==> src/memmap_exc_pkg.sv <==
// constants shared by the memory map and exception vector block
package memmap_exc_pkg;
  // ************************************************************
  // address map
  // ************************************************************
  localparam logic [23:0] ROM_BASE = 24'h000000;
  localparam logic [23:0] ROM_LAST = 24'h001fff;
  localparam logic [23:0] RAM_BASE = 24'h00f000;
  localparam logic [23:0] RAM_LAST = 24'h00feff;
  localparam logic [23:0] IO_BASE = 24'h00ff00;
  localparam logic [23:0] IO_LAST = 24'h00ffff;
  localparam logic [23:0] SPLIT_STEP = 24'h000100;
  localparam logic [23:0] DATA_TOP = 24'h00ff00;
  localparam int SPLIT_MIN = 1;
  localparam int SPLIT_MAX = 7;
  // ************************************************************
  // exception vectors
  // ************************************************************
  localparam logic [7:0] VEC_RESET = 8'h00;
  localparam logic [7:0] VEC_ZERO_DIVIDE_VECTOR = 8'h02;
  localparam logic [7:0] VEC_NMI = 8'h04;
  localparam logic [7:0] VEC_HW_LAST = 8'h29;
  localparam logic [7:0] VEC_RESERVED = 8'h32;
  localparam logic [7:0] VEC_SW_FIRST = 8'h34;
  localparam logic [7:0] VEC_SW_LAST = 8'hff;
  localparam int NUM_IRQ = 15;
  localparam logic [7:0] IRQ_VEC [NUM_IRQ] = '{
    8'h06, 8'h08, 8'h0a, 8'h0c, 8'h0e, 8'h10, 8'h12, 8'h14,
    8'h16, 8'h18, 8'h1a, 8'h1c, 8'h1e, 8'h24, 8'h28};
  // ************************************************************
  // regulator settings: 3.2 V, 2.4 V, 1.6 V
  // ************************************************************
  localparam logic [1:0] REG_3V2 = 2'h0;
  localparam logic [1:0] REG_2V4 = 2'h1;
  localparam logic [1:0] REG_1V6 = 2'h2;
  // ************************************************************
  // register offsets and fields
  // ************************************************************
  localparam logic [7:0] OFS_CTRL = 8'h00;
  localparam logic [7:0] OFS_STATUS = 8'h04;
  localparam logic [7:0] OFS_IRQ_STAT = 8'h08;
  localparam logic [7:0] OFS_IRQ_MASK = 8'h0c;
  localparam logic [7:0] OFS_LAST_VEC = 8'h10;
  localparam int IRQ_W = 3;
  localparam int IRQ_EXC_TAKEN = 0;
  localparam int IRQ_BAD_SWVEC = 1;
  localparam int IRQ_HEAVY_LOAD = 2;
  typedef enum logic [2:0] {ST_IDLE, ST_PUSH, ST_FETCH_LO, ST_FETCH_HI, ST_LOAD} exc_state_e;
endpackage

==> src/memmap_exc_ctrl.sv <==
// address decode, exception vector sequencing and power control bits
`timescale 1ns/1ps
// Overview of operation
// - heavy-load protection when fast oscillator on outside sleep, or buzzer on
// - regulator level selectable: 3.2, 2.4, 1.6 V
// - 8KB internal ROM, mapped per chip mode
// - RAM split display/data by build option
// - internal RAM range never goes external
// - peripheral registers at FF00H-FFFFH window
// - peripheral window never goes external
// - hardware vectors 00-29H, software 34H-FFH even
// - vector is low byte then high byte
// - priority by level, ties by table order
// - non-reset exceptions push flags and PC
// - fixed vector assignment reset to clock timer
// - vector 32H is never used
// - customized condition flag held inactive
// - chip mode pin high uses internal ROM
// - internal hits drive no external strobes
module memmap_exc_ctrl import memmap_exc_pkg::*; #(
  parameter int DATA_SPLIT = 7,
  parameter int LVL_W = 2
) (
  input wire logic clk_sys,
  input wire logic resetn,
  input wire logic [7:0] paddr,
  input wire logic psel,
  input wire logic penable,
  input wire logic pwrite,
  input wire logic [31:0] pwdata,
  output logic [31:0] prdata,
  output logic pready,
  output logic pslverr,
  output logic irq,
  input wire logic chip_mode_pin,
  input wire logic fast_osc_enable,
  input wire logic sleep_active,
  input wire logic buzzer_on,
  input wire logic buzzer_one_shot,
  output logic heavy_load_protect,
  output logic [1:0] core_regulator_output,
  input wire logic [23:0] core_addr,
  input wire logic core_rd,
  input wire logic core_wr,
  output logic sel_rom,
  output logic sel_ram_disp,
  output logic sel_ram_data,
  output logic sel_io,
  output logic sel_ext,
  output logic ext_ce_n,
  output logic ext_rd_n,
  output logic ext_wr_n,
  output logic ext_data_oe,
  input wire logic exc_boundary,
  input wire logic zero_div_req,
  input wire logic nmi_req,
  input wire logic [NUM_IRQ-1:0] irq_req,
  input wire logic [NUM_IRQ*LVL_W-1:0] irq_level,
  input wire logic [LVL_W-1:0] cpu_level,
  input wire logic sw_int_req,
  input wire logic [7:0] sw_int_vec,
  output logic push_req,
  output logic vec_rd,
  output logic [7:0] vec_addr,
  input wire logic [7:0] vec_data,
  output logic [15:0] handler_pc,
  output logic handler_valid,
  output logic exc_busy,
  output logic customized_condition_flag
);

  // ************************************************************
  // chip mode capture and address decode
  // ************************************************************
  localparam logic [23:0] DATA_BASE = DATA_TOP - (SPLIT_STEP * 24'(DATA_SPLIT));

  logic mode_mcu_ff;
  logic mode_taken_ff;
  logic in_io, in_ram, in_rom, access;

  // pin caught at the first edge after reset release
  always_ff @(posedge clk_sys or negedge resetn) begin
    if (!resetn) begin
      mode_mcu_ff <= 1'b1;
      mode_taken_ff <= 1'b0;
    end else if (!mode_taken_ff) begin
      mode_mcu_ff <= chip_mode_pin;
      mode_taken_ff <= 1'b1;
    end
  end

  function automatic logic in_range(input logic [23:0] a, input logic [23:0] lo, input logic [23:0] hi);
    in_range = (a >= lo) && (a <= hi);
  endfunction

  always_comb begin
    in_io = in_range(core_addr, IO_BASE, IO_LAST);
    in_ram = in_range(core_addr, RAM_BASE, RAM_LAST);
    in_rom = mode_mcu_ff && in_range(core_addr, ROM_BASE, ROM_LAST);
    access = core_rd || core_wr;
    // io and ram take precedence, one target only
    sel_io = access && in_io;
    sel_ram_data = access && !in_io && in_ram && (core_addr >= DATA_BASE);
    sel_ram_disp = access && !in_io && in_ram && (core_addr < DATA_BASE);
    sel_rom = access && !in_io && !in_ram && in_rom;
    sel_ext = access && !in_io && !in_ram && !in_rom;
    ext_ce_n = !sel_ext;
    ext_rd_n = !(sel_ext && core_rd);
    ext_wr_n = !(sel_ext && core_wr);
    ext_data_oe = sel_ext && core_wr;
  end

  // ************************************************************
  // power control
  // ************************************************************
  logic [1:0] reg_sel_ff;
  logic heavy_ff;
  logic nxt_heavy;

  assign nxt_heavy = (fast_osc_enable && !sleep_active) || buzzer_on || buzzer_one_shot;

  always_ff @(posedge clk_sys or negedge resetn) begin
    if (!resetn) begin
      heavy_ff <= 1'b0;
    end else begin
      heavy_ff <= nxt_heavy;
    end
  end

  assign heavy_load_protect = heavy_ff;
  assign core_regulator_output = reg_sel_ff;
  assign customized_condition_flag = 1'b0;

  // ************************************************************
  // exception source capture and arbitration
  // ************************************************************
  exc_state_e state_ff;
  logic reset_pend_ff, zero_divide_vector_pend_ff, nmi_pend_ff, sw_pend_ff;
  logic [7:0] sw_vec_ff;
  logic [7:0] cur_vec_ff;
  logic cur_reset_ff;
  logic [7:0] lo_ff;
  logic [15:0] handler_ff;
  logic valid_ff;
  logic [7:0] last_vec_ff;
  logic irq_found;
  logic [$clog2(NUM_IRQ)-1:0] irq_win;
  logic [LVL_W-1:0] best_lvl;
  logic [LVL_W-1:0] lvl_i;
  logic take, sw_ok;
  logic [7:0] win_vec;

  // software vector: even, inside the software area, never the reserved slot
  assign sw_ok = !sw_int_vec[0] && (sw_int_vec >= VEC_SW_FIRST) && (sw_int_vec <= VEC_SW_LAST)
                 && (sw_int_vec != VEC_RESERVED);

  always_comb begin
    irq_found = 1'b0;
    irq_win = '0;
    best_lvl = '0;
    lvl_i = '0;
    for (int i = 0; i < NUM_IRQ; i++) begin
      lvl_i = irq_level[i*LVL_W +: LVL_W];
      // strict compare keeps the lower vector on equal levels
      if (irq_req[i] && (lvl_i > cpu_level) && (!irq_found || (lvl_i > best_lvl))) begin
        irq_found = 1'b1;
        irq_win = i[$clog2(NUM_IRQ)-1:0];
        best_lvl = lvl_i;
      end
    end
  end

  // fixed order: reset, zero division, NMI, then leveled, then software
  always_comb begin
    take = 1'b1;
    if (reset_pend_ff) begin
      win_vec = VEC_RESET;
    end else if (zero_divide_vector_pend_ff) begin
      win_vec = VEC_ZERO_DIVIDE_VECTOR;
    end else if (nmi_pend_ff) begin
      win_vec = VEC_NMI;
    end else if (irq_found) begin
      win_vec = IRQ_VEC[irq_win];
    end else if (sw_pend_ff) begin
      win_vec = sw_vec_ff;
    end else begin
      win_vec = VEC_RESET;
      take = 1'b0;
    end
  end

  logic start;
  assign start = (state_ff == ST_IDLE) && take && (exc_boundary || reset_pend_ff);

  always_ff @(posedge clk_sys or negedge resetn) begin
    if (!resetn) begin
      reset_pend_ff <= 1'b1;
      zero_divide_vector_pend_ff <= 1'b0;
      nmi_pend_ff <= 1'b0;
      sw_pend_ff <= 1'b0;
      sw_vec_ff <= VEC_SW_FIRST;
    end else begin
      if (start && reset_pend_ff) begin
        reset_pend_ff <= 1'b0;
      end
      // a new request wins over the clear of the one just taken
      zero_divide_vector_pend_ff <= zero_div_req || (zero_divide_vector_pend_ff && !(start && !reset_pend_ff));
      nmi_pend_ff <= nmi_req || (nmi_pend_ff && !(start && !reset_pend_ff && !zero_divide_vector_pend_ff));
      if (sw_int_req && sw_ok) begin
        sw_pend_ff <= 1'b1;
        sw_vec_ff <= sw_int_vec;
      end else if (start && (win_vec == sw_vec_ff) && !reset_pend_ff && !zero_divide_vector_pend_ff
                   && !nmi_pend_ff && !irq_found) begin
        sw_pend_ff <= 1'b0;
      end
    end
  end

  // ************************************************************
  // vector fetch sequence
  // ************************************************************
  always_ff @(posedge clk_sys or negedge resetn) begin
    if (!resetn) begin
      state_ff <= ST_IDLE;
      cur_vec_ff <= VEC_RESET;
      cur_reset_ff <= 1'b0;
      lo_ff <= 8'h00;
      handler_ff <= 16'h0000;
      valid_ff <= 1'b0;
      last_vec_ff <= VEC_RESET;
    end else begin
      valid_ff <= 1'b0;
      case (state_ff)
        ST_IDLE: begin
          if (start) begin
            cur_vec_ff <= win_vec;
            cur_reset_ff <= reset_pend_ff;
            state_ff <= reset_pend_ff ? ST_FETCH_LO : ST_PUSH;
          end
        end
        ST_PUSH: begin
          state_ff <= ST_FETCH_LO;
        end
        ST_FETCH_LO: begin
          state_ff <= ST_FETCH_HI;
        end
        ST_FETCH_HI: begin
          lo_ff <= vec_data;
          state_ff <= ST_LOAD;
        end
        ST_LOAD: begin
          handler_ff <= {vec_data, lo_ff};
          valid_ff <= 1'b1;
          last_vec_ff <= cur_vec_ff;
          state_ff <= ST_IDLE;
        end
        default: begin
          state_ff <= ST_IDLE;
        end
      endcase
    end
  end

  assign push_req = (state_ff == ST_PUSH);
  assign vec_rd = (state_ff == ST_FETCH_LO) || (state_ff == ST_FETCH_HI);
  assign vec_addr = (state_ff == ST_FETCH_HI) ? {cur_vec_ff[7:1], 1'b1} : cur_vec_ff;
  assign handler_pc = handler_ff;
  assign handler_valid = valid_ff;
  assign exc_busy = (state_ff != ST_IDLE);

  // ************************************************************
  // register bus and interrupt
  // ************************************************************
  logic [IRQ_W-1:0] irq_stat_ff, irq_mask_ff, irq_evt;
  logic wr_en, rd_hit;
  logic [31:0] rd_val;

  assign wr_en = psel && penable && pwrite;
  assign irq_evt[IRQ_EXC_TAKEN] = valid_ff;
  assign irq_evt[IRQ_BAD_SWVEC] = sw_int_req && !sw_ok;
  assign irq_evt[IRQ_HEAVY_LOAD] = nxt_heavy && !heavy_ff;

  always_ff @(posedge clk_sys or negedge resetn) begin
    if (!resetn) begin
      reg_sel_ff <= REG_3V2;
    end else if (wr_en && (paddr == OFS_CTRL) && (pwdata[1:0] != 2'h3)) begin
      reg_sel_ff <= pwdata[1:0];
    end
  end

  always_ff @(posedge clk_sys or negedge resetn) begin
    if (!resetn) begin
      irq_stat_ff <= '0;
      irq_mask_ff <= '0;
    end else begin
      // set wins over write-one-clear
      if (wr_en && (paddr == OFS_IRQ_STAT)) begin
        irq_stat_ff <= (irq_stat_ff & ~pwdata[IRQ_W-1:0]) | irq_evt;
      end else begin
        irq_stat_ff <= irq_stat_ff | irq_evt;
      end
      if (wr_en && (paddr == OFS_IRQ_MASK)) begin
        irq_mask_ff <= pwdata[IRQ_W-1:0];
      end
    end
  end

  assign irq = |(irq_stat_ff & irq_mask_ff);

  always_comb begin
    rd_hit = 1'b1;
    case (paddr)
      OFS_CTRL: rd_val = {30'h0, reg_sel_ff};
      OFS_STATUS: rd_val = {28'h0, exc_busy, heavy_ff, mode_taken_ff, mode_mcu_ff};
      OFS_IRQ_STAT: rd_val = {29'h0, irq_stat_ff};
      OFS_IRQ_MASK: rd_val = {29'h0, irq_mask_ff};
      OFS_LAST_VEC: rd_val = {24'h0, last_vec_ff};
      default: begin
        rd_val = 32'h0;
        rd_hit = 1'b0;
      end
    endcase
  end

  assign pready = 1'b1;
  assign pslverr = psel && penable && !rd_hit;
  assign prdata = (psel && penable && !pwrite) ? rd_val : 32'h0;

  // ************************************************************
  // checks
  // ************************************************************
  a_heavy_follow: assert property (@(posedge clk_sys) disable iff (!resetn)
    (buzzer_on || buzzer_one_shot) |=> heavy_load_protect)
    else $error("heavy load not raised");
  a_reg_legal: assert property (@(posedge clk_sys) disable iff (!resetn)
    core_regulator_output != 2'h3)
    else $error("regulator setting illegal");
  a_ram_internal: assert property (@(posedge clk_sys) disable iff (!resetn)
    (access && in_range(core_addr, RAM_BASE, IO_LAST)) |-> (ext_ce_n && !ext_data_oe))
    else $error("internal ram or io went external");
  a_io_select: assert property (@(posedge clk_sys) disable iff (!resetn)
    (access && core_addr[23:8] == 16'h00ff) |-> sel_io)
    else $error("io window not selected");
  a_one_target: assert property (@(posedge clk_sys) disable iff (!resetn)
    access |-> $onehot({sel_rom, sel_ram_disp, sel_ram_data, sel_io, sel_ext}))
    else $error("target select not one-hot");
  a_vec_pair: assert property (@(posedge clk_sys) disable iff (!resetn)
    (state_ff == ST_FETCH_LO) |=> (vec_addr == {$past(vec_addr[7:1]), 1'b1}) ##1 vec_rd == 1'b0)
    else $error("vector pair order wrong");
  a_push_first: assert property (@(posedge clk_sys) disable iff (!resetn)
    push_req |=> (state_ff == ST_FETCH_LO) ##3 handler_valid)
    else $error("push not followed by fetch");
  a_no_reserved: assert property (@(posedge clk_sys) disable iff (!resetn)
    vec_rd |-> (vec_addr[7:1] != VEC_RESERVED[7:1]))
    else $error("reserved vector used");
  a_ccf_low: assert property (@(posedge clk_sys) disable iff (!resetn)
    !customized_condition_flag)
    else $error("customized flag active");
  a_mpu_rom_ext: assert property (@(posedge clk_sys) disable iff (!resetn)
    (mode_taken_ff && !mode_mcu_ff && access && core_addr <= ROM_LAST) |-> sel_ext)
    else $error("rom range not released");

endmodule

==> config.mk <==
export PLATFORM = sky130hd
export DESIGN_NAME = memmap_exc_ctrl
export DESIGN_NICKNAME = d
export VERILOG_FILES = /design/src/memmap_exc_pkg.sv /design/src/memmap_exc_ctrl.sv
export SDC_FILE = /design/constraint.sdc
export NUM_CORES = 1
export LEC_CHECK = 0
export BUFFER_PORTS_ARGS = -buffer_cell sky130_fd_sc_hd__buf_2
export CORE_UTILIZATION = 30
export CTS_CLUSTER_DIAMETER = 80
export CTS_CLUSTER_SIZE = 30
export DETAILED_ROUTE_END_ITERATION = 7
export PLACE_DENSITY = 0.53
export SLEW_MARGIN = 10
export SYNTH_ARGS = -nofsm -noshare
export SYNTH_HDL_FRONTEND = slang
export SYNTH_SLANG_ARGS = --single-unit
==> constraint.sdc <==
create_clock -name clk_sys -period 3.21 [get_ports clk_sys]
set_input_delay 0.642 -clock clk_sys [delete_from_list [all_inputs] [get_ports clk_sys]]
set_output_delay 0.642 -clock clk_sys [all_outputs]
set_load 0.02 [all_outputs]
# After elaboration in Yosys (flattened, before gate mapping)
# Memories as Yosys holds them, arrays and structs flattened.
# Index checks and enable logic that the tools add are counted.
# word_totals
latchBits	0
out_inout_bits	76
mem_count	1
register_bits	67
rom_bits	128
input_bits	143
wordCells	272
ram_bits	0
# mem_list
name	words	word_bits	rd	rd_clocked_by_memory_dff	wr	line	rtl
(no name shown)	16	8	1	0	0	memmap_exc_ctrl.sv:183	win_vec = IRQ_VEC[irq_win];
# classes
shifts	0
div_mod_pow	0
mul	0
muxes	66
eq_ne	12
reduce_logical	130
n_bitwise	6
n_addsub	0
n_lt_le_gt_ge	40
# ops
operator	count
$ge A24 B16 Y1 const B	3
$logic_and A1 B1 Y1	70
$gt A2 B2 Y1	29
$mux W8	7
$mux W4	13
$le A24 B16 Y1 const B	2
$pmux W8 S5	1
$logic_not A1 Y1	32
$mux W32	1
$mux W2	15
$mux W1	26
$ge A24 B1 Y1 const B	1
$le A24 B13 Y1 const B	1
$lt A24 B16 Y1 const B	1
$logic_or A1 B1 Y1	21
$eq A8 B4 Y1 const B	2
$pmux W3 S4	1
$eq A8 B3 Y1 const B	1
$eq A8 B5 Y1 const B	1
$eq A8 B8 Y1	1
$ge A8 B6 Y1 const B	1
$le A8 B8 Y1 const B	1
$logic_not A8 Y1	1
$ne A8 B6 Y1 const B	1
16 further kinds	21

# Longest topological paths before layout
# logic_depth
ltp_word	75
depth_mapped	99
depth_no_buf	97

# Worst setup path after synthesis
# No wires, ideal clock.
# synth_timing
path_type	input port to flip-flop
startpoint	in cpu_level[1]
endpoint	reg cur_vec_ff[1]
required_ps	3107
path_stages	96
path_buffers	2
arrival_ps	18163
setup_ps	103
path_slack_ps	-15056
cell_sequence	inv_1 -> ha_1 -> a21bo_1 -> o21ba_2 -> nand2_1 -> ha_1 -> nor2b_1 -> o21ai_0 -> a21oi_1 -> a21oi_1 -> ha_1 -> nor2b_1 -> o21ai_0 -> a21bo_2 -> a221oi_4 -> nor2_1 -> inv_1 -> ha_1 -> [60 not listed] -> o21ai_0 -> a211oi_1 -> nand2_1 -> mux2_2 -> ha_1 -> nand2_1 -> o21ai_0 -> a21oi_1 -> mux2_2 -> ha_1 -> nor2b_1 -> o21ai_0 -> a21o_1 -> a21boi_0 -> ha_1 -> inv_1 -> mux2_2 -> o41ai_2
# synth_via
elab_chain_cells	67
# synth_lines
element	line	rtl
start, declared	memmap_exc_ctrl.sv:59	input wire logic [LVL_W-1:0] cpu_level,
$gt A2 B2 Y1	memmap_exc_ctrl.sv:165	if (irq_req[i] && (lvl_i > cpu_level) && (!irq_found || (lvl_i > best_lvl))) begin
$logic_and A1 B1 Y1	memmap_exc_ctrl.sv:165	
$mux W2 or $mux W1 (tied branches)	memmap_exc_ctrl.sv:165	
$gt A2 B2 Y1 or $logic_not A1 Y1 (tied branches)	memmap_exc_ctrl.sv:165	
$logic_or A1 B1 Y1	memmap_exc_ctrl.sv:165	
$logic_and A1 B1 Y1	memmap_exc_ctrl.sv:165	
$mux W2 or $mux W1 (tied branches)	memmap_exc_ctrl.sv:165	
$gt A2 B2 Y1 or $logic_not A1 Y1 (tied branches)	memmap_exc_ctrl.sv:165	
[50 not listed]	n/a	
$mux W4	memmap_exc_ctrl.sv:165	
$not A4 Y5 (implied by the code)	memmap_exc_ctrl.sv:183	
$mem_v2 Z16 W8	n/a	
$mux W8 (implied by the code) (2 in series)	memmap_exc_ctrl.sv:183	
$mux W8	memmap_exc_ctrl.sv:182	end else if (irq_found) begin
$mux W8	memmap_exc_ctrl.sv:180	end else if (nmi_pend_ff) begin
$mux W8	memmap_exc_ctrl.sv:178	end else if (zero_divide_vector_pend_ff) begin
$mux W8	memmap_exc_ctrl.sv:176	if (reset_pend_ff) begin
end signal, assigned	memmap_exc_ctrl.sv:236	cur_vec_ff <= win_vec;
end, declared	memmap_exc_ctrl.sv:140	logic [7:0] cur_vec_ff;
# Parallel ways exist; a longest one is shown, timed or not. The select of a mux whose other input is x is not followed.
# A chain may end at the register's enable or synchronous reset.

# Worst setup path in the final report
# layout_timing
startpoint	in irq_level[0]
endpoint	reg cur_vec_ff[1]
# layout_via
elab_chain_cells	67
# layout_lines
element	line	rtl
start, declared	memmap_exc_ctrl.sv:58	input wire logic [NUM_IRQ*LVL_W-1:0] irq_level,
$gt A2 B2 Y1	memmap_exc_ctrl.sv:165	
$logic_and A1 B1 Y1	memmap_exc_ctrl.sv:165	
$mux W2 or $mux W1 (tied branches)	memmap_exc_ctrl.sv:165	
$gt A2 B2 Y1 or $logic_not A1 Y1 (tied branches)	memmap_exc_ctrl.sv:165	
$logic_or A1 B1 Y1	memmap_exc_ctrl.sv:165	
$logic_and A1 B1 Y1	memmap_exc_ctrl.sv:165	
$mux W2 or $mux W1 (tied branches)	memmap_exc_ctrl.sv:165	
$gt A2 B2 Y1 or $logic_not A1 Y1 (tied branches)	memmap_exc_ctrl.sv:165	
[50 not listed]	n/a	
$mux W4	memmap_exc_ctrl.sv:165	
$not A4 Y5 (implied by the code)	memmap_exc_ctrl.sv:183	
$mem_v2 Z16 W8	n/a	
$mux W8 (implied by the code) (2 in series)	memmap_exc_ctrl.sv:183	
$mux W8	memmap_exc_ctrl.sv:182	
$mux W8	memmap_exc_ctrl.sv:180	
$mux W8	memmap_exc_ctrl.sv:178	
$mux W8	memmap_exc_ctrl.sv:176	
# Parallel ways exist; a longest one is shown, timed or not. The select of a mux whose other input is x is not followed.

==> results.md <==
- The I/O pin count is 219.
- The clock root buffer master is clkbuf_16.
- The setup check on the worst reg-to-reg path leaves a slack of 1.45 ns.
- The launching element type of the critical path is an input pin.
- Of the total synthesized cell area, the portion taken by AND, OR, NAND and NOR gates is 0.1970.
- For this run, the total global-route usage over all layers was measured as 0.1684.
- The final count of pins violating max slew is 0.
- The H-tree was split into 3 levels.
- The share of synthesized flip-flops with an asynchronous set or reset is 1.000.
- The internal portion of the total power is 3.693 mW.
- The share of layout cells above drive strength 1 is 0.5441.
- The critical path contains buffers and inverters numbering 16 combined.
- Summed over all nets, the switching power comes to 2.046 mW.
- The largest fanout on the critical path is 5.
- The clock passes through at most 2 buffers.
- The detailed router placed 5630 vias in this run.
- The congestion estimate from routability-driven global placement came to 0.8192.
- TritonCTS created 9 clock buffers.
- The start point of the critical path is irq_level[0].
- Of the total synthesized cell area, the portion taken by XOR and XNOR cells is 0.
- In this run, synthesis inferred 0 flip-flops with an integrated enable.
- The worst hold-check slack is 0.3980 ns.
- On the critical path, the stage with the largest delay is an instance of or3_4.
- In the layout the commonest cells are 180 x buf_4, 153 x buf_2, 80 x nand2_1.
- In this run the cell area measured after placement is 7781 um2.
- Synthesis produced a netlist whose cell count is 629.
- The setup-violating endpoint count in the final report is 10.
- The area fraction in compound gates after synthesis is 0.2023.
- Compared with the post-synthesis result, the final layout area differs by 59.95%.
- Entering global routing, the biggest net connects 36 pins.
- The first TritonRoute pass finished after 4 iterations.
- The kind of critical path is in2reg.
- The total overflow reported by the global router is 0.
- The post-synthesis sequential area ratio is 0.2974.
- Measured against the total synthesized area, the mux share comes to 0.09620.
- For the pin with the worst max-slew slack, the measured transition is 0.8025 ns.
- The clock network fraction of total power is 0.213.
- The flow ran to the end, but the final reports show violations.
- A synthesized cell averages 8.995 um2.
- The clock latency of the later-clocked register in the worst-skew pair is 0.33 ns.
- The checks that failed: negative setup slack.
- Wires add up to 16.25 mm.
- The die covers 19410 um2.
- The logic gate share of total power is 0.569.
- For the worst setup path, the data arrival time is 17.18 ns.
- The predominant post-synthesis flop cell is dfrtp_1.
- The number of global-route vias before repair came to 5572.
- The cell family contributing the most delay on the critical path is compound AO/OA/AOI/OAI gates.
- The origin of the critical flop-to-flop path is state_ff[1]$_DFFE_PN0P_.
- The Yosys warning count is 0.
- The first-pass GRT wire length is 26.74 mm.
- For the final routed database, the setup TNS stands at -73.62 ns.
- The worst setup path is captured at a flip-flop.
- The estimated wirelength of the detail-placed design is 12.68 mm.
- The most frequent cell on the critical path is buf_4.
- The power per cell area is 634.1 nW/um2.
- The peak clock frequency supported by timing is 59.00 MHz.
- In the final routed layout, each cell accounts on average for 13.50 um.
- The total number of placement rows is 49.
- The synthesized netlist occupies a cell area of 5658 um2.
- Excluding fillers, the count of instances in the completed layout stands at 1203.
- The share of the cycle needed by the critical path after routing is 5.280.
- Counting cells, the worst reg-to-reg path comes to 5.
- The effective utilization at floorplan is 0.3107.
- The number of hold-slack violations in the final timing report is 0.
- The floorplan step defined a core boundary enclosing 18210 um2.
- The worst min-delay path class is in2async.
- The initial antenna violation count came to 1.
- The clock transition at the registers of the reported paths is 0.06 ns.
- The count of different cell masters after synthesis is 85.
- The adder and majority cell fraction of the synthesized area is 0.1254.
- The remaining routing DRC violations is 0.
- For this run, the slowest stage of the critical path takes 0.34 ns.
- Summing all non-filler instances in the final layout gives an area of 9050 um2.
- The remaining antenna violation count after routing is 0.
- By area, the combinational part of the netlist is dominated by compound AO/OA/AOI/OAI gates.
- The count of nets after finishing is 1167.
- For the finished layout, the period the worst path requires is 16.95 ns.
- The worst register-to-register path ends at sw_pend_ff$_DFFE_PN0P_.
- The number of vias per cell is 4.680.
- Clock tree synthesis found a total of 67 sinks.
- TritonCTS built the clock tree.
- Headroom to the max-slew limit came out at 0.4650.
- The most common library cell in the layout ignoring fill and taps is buf_4.
- The share of total power dissipated in sequential elements is 0.217.
- The setup slack of the critical path after layout is -13.74 ns.
- The number of input and output port buffers inserted is 155.
- After the first detailed-routing iteration, the DRC count stood at 138.
- Setup repair after global routing could not meet its margin everywhere.
- Prior to clock tree synthesis, the placed netlist has a worst setup slack of -14.37 ns.
- From bottom edge to top edge, the die measures 139.3 um.
- Of the total power, the share spent switching nets is 0.3565.
- The maximum vdd ir drop is 0.2499 mV.
- STA puts the critical path data required time at 3.44 ns.
- The worst-case clock skew is 0.005580 ns.
- The die is 139.3 um wide.
- The number of maximum-capacitance violations is 0.
- The antenna diode count is 0.
- Including well taps, the total number of placed cells is 1133.
- Counting flops and latches in the post-synthesis netlist gives 67.
- For this design the static power due to leakage is 4.494 nW.
## synth_stat cells (3+ instances only)
| master | number | area [um2] |
|---|---|---|
| mux2_2 | 39 | 439.2 |
| dfstp_2 | 5 | 131.4 |
| nor4_1 | 5 | 31.28 |
| a21o_1 | 6 | 45.04 |
| a211oi_1 | 3 | 22.52 |
| o211ai_2 | 3 | 37.54 |
| nand2b_1 | 7 | 43.79 |
| o211ai_1 | 13 | 97.59 |
| a22oi_1 | 3 | 22.52 |
| and2_1 | 11 | 68.82 |
| o31ai_1 | 6 | 45.04 |
| and3_1 | 3 | 18.77 |
| clkbuf_1 | 8 | 30.03 |
| nor3_1 | 12 | 60.06 |
| a31oi_1 | 4 | 25.02 |
| nor2b_1 | 20 | 125.1 |
| o211a_1 | 3 | 30.03 |
| inv_1 | 42 | 157.7 |
| nand2_1 | 88 | 330.3 |
| dfrtp_1 | 62 | 1551 |
| o21ai_0 | 24 | 120.1 |
| nand3b_1 | 3 | 22.52 |
| mux2i_1 | 3 | 30.03 |
| nand3_1 | 10 | 50.05 |
| o21a_1 | 5 | 37.54 |
| nor2_1 | 44 | 165.2 |
| a21oi_1 | 28 | 140.1 |
| buf_4 | 33 | 247.7 |
| nand4_1 | 4 | 25.02 |
| a21boi_0 | 4 | 30.03 |
| ha_1 | 55 | 688.2 |
## cell families after synthesis
family / after synthesis
buffers and inverters: 87
adders and majority gates: 57
DFF: 67
AOI/OAI and AO/OA: 144
other: 2
and+or+nand+nor: 226
muxes: 46
## layout make-up
type / count / area [um2]
fillers: 1718 / 9159
multi-input cells: 500 / 4228
repair buffers: 348 / 2307
flip-flops and latches: 67 / 1683
well taps: 229 / 286.5
clock buffers: 10 / 239.0
inverters: 43 / 170.2
clock inverters: 6 / 136.4
## worst max path at each step
stage | end | slack (ns) | depth (start not counted)
after floorplan | cur_vec_ff[1]$_DFFE_PN0P_ | -14.02 | 96
after global placement | cur_vec_ff[1]$_DFFE_PN0P_ | -13.98 | 93
after detailed placement | cur_vec_ff[1]$_DFFE_PN0P_ | -14.37 | 92
after CTS | cur_vec_ff[1]$_DFFE_PN0P_ | -13.56 | 95
after global routing | cur_vec_ff[1]$_DFFE_PN0P_ | -14.48 | 94
final | cur_vec_ff[1]$_DFFE_PN0P_ | -13.74 | 100
## per-stage QoR
step | util | total power [mW]
after floorplan | - | 2.902
after global placement | 0.4273 | 3.834
after detailed placement | 0.4273 | 3.857
after CTS | 0.4697 | 5.431
after global routing | 0.4970 | 6.159
final | 0.4970 | 5.738
## power groups by stage
stage,Combinational [mW],Clock (mW),Sequential (mW)
2_1_floorplan,1.58,0,1.33
3_3_place_gp,2.58,0,1.25
3_5_place_dp,2.60,0,1.26
4_1_cts,2.93,1.25,1.24
5_1_grt,3.58,1.29,1.28
6_report,3.27,1.22,1.25
## sequential cells by signal, indices dropped and copies added (netlist names)
signal,flops
state_ff,3
mode_taken_ff,1
last_vec_ff,8
handler_valid,1
handler_pc,16
nmi_pend_ff,1
sw_pend_ff,1
irq_mask_ff,3
core_regulator_output,2
irq_stat_ff,3
lo_ff,8
reset_pend_ff,1
cur_vec_ff,8
zero_divide_vector_pend_ff,1
sw_vec_ff,8
mode_mcu_ff,1
heavy_load_protect,1
## what timing repair did
action	4_1_cts	5_1_grt
resized for setup	38	73
hold buffers	0	0
buffers inserted	33	21
setup endpoints to repair	10	10
gates cloned	0	0
pin swaps	42	62
## per-layer routing
layer  part of all wire  wire length [um]  track usage  up-vias
li1                   -                 -            -     2881
met1               0.46              7473       0.2145     2589
met2               0.48              7813       0.2888      140
met3              0.047               756      0.03235       18
met4              0.011               183      0.04678        2
met5             0.0010                17            0        -
No activity file was read; power rests on OpenSTA's default activity.
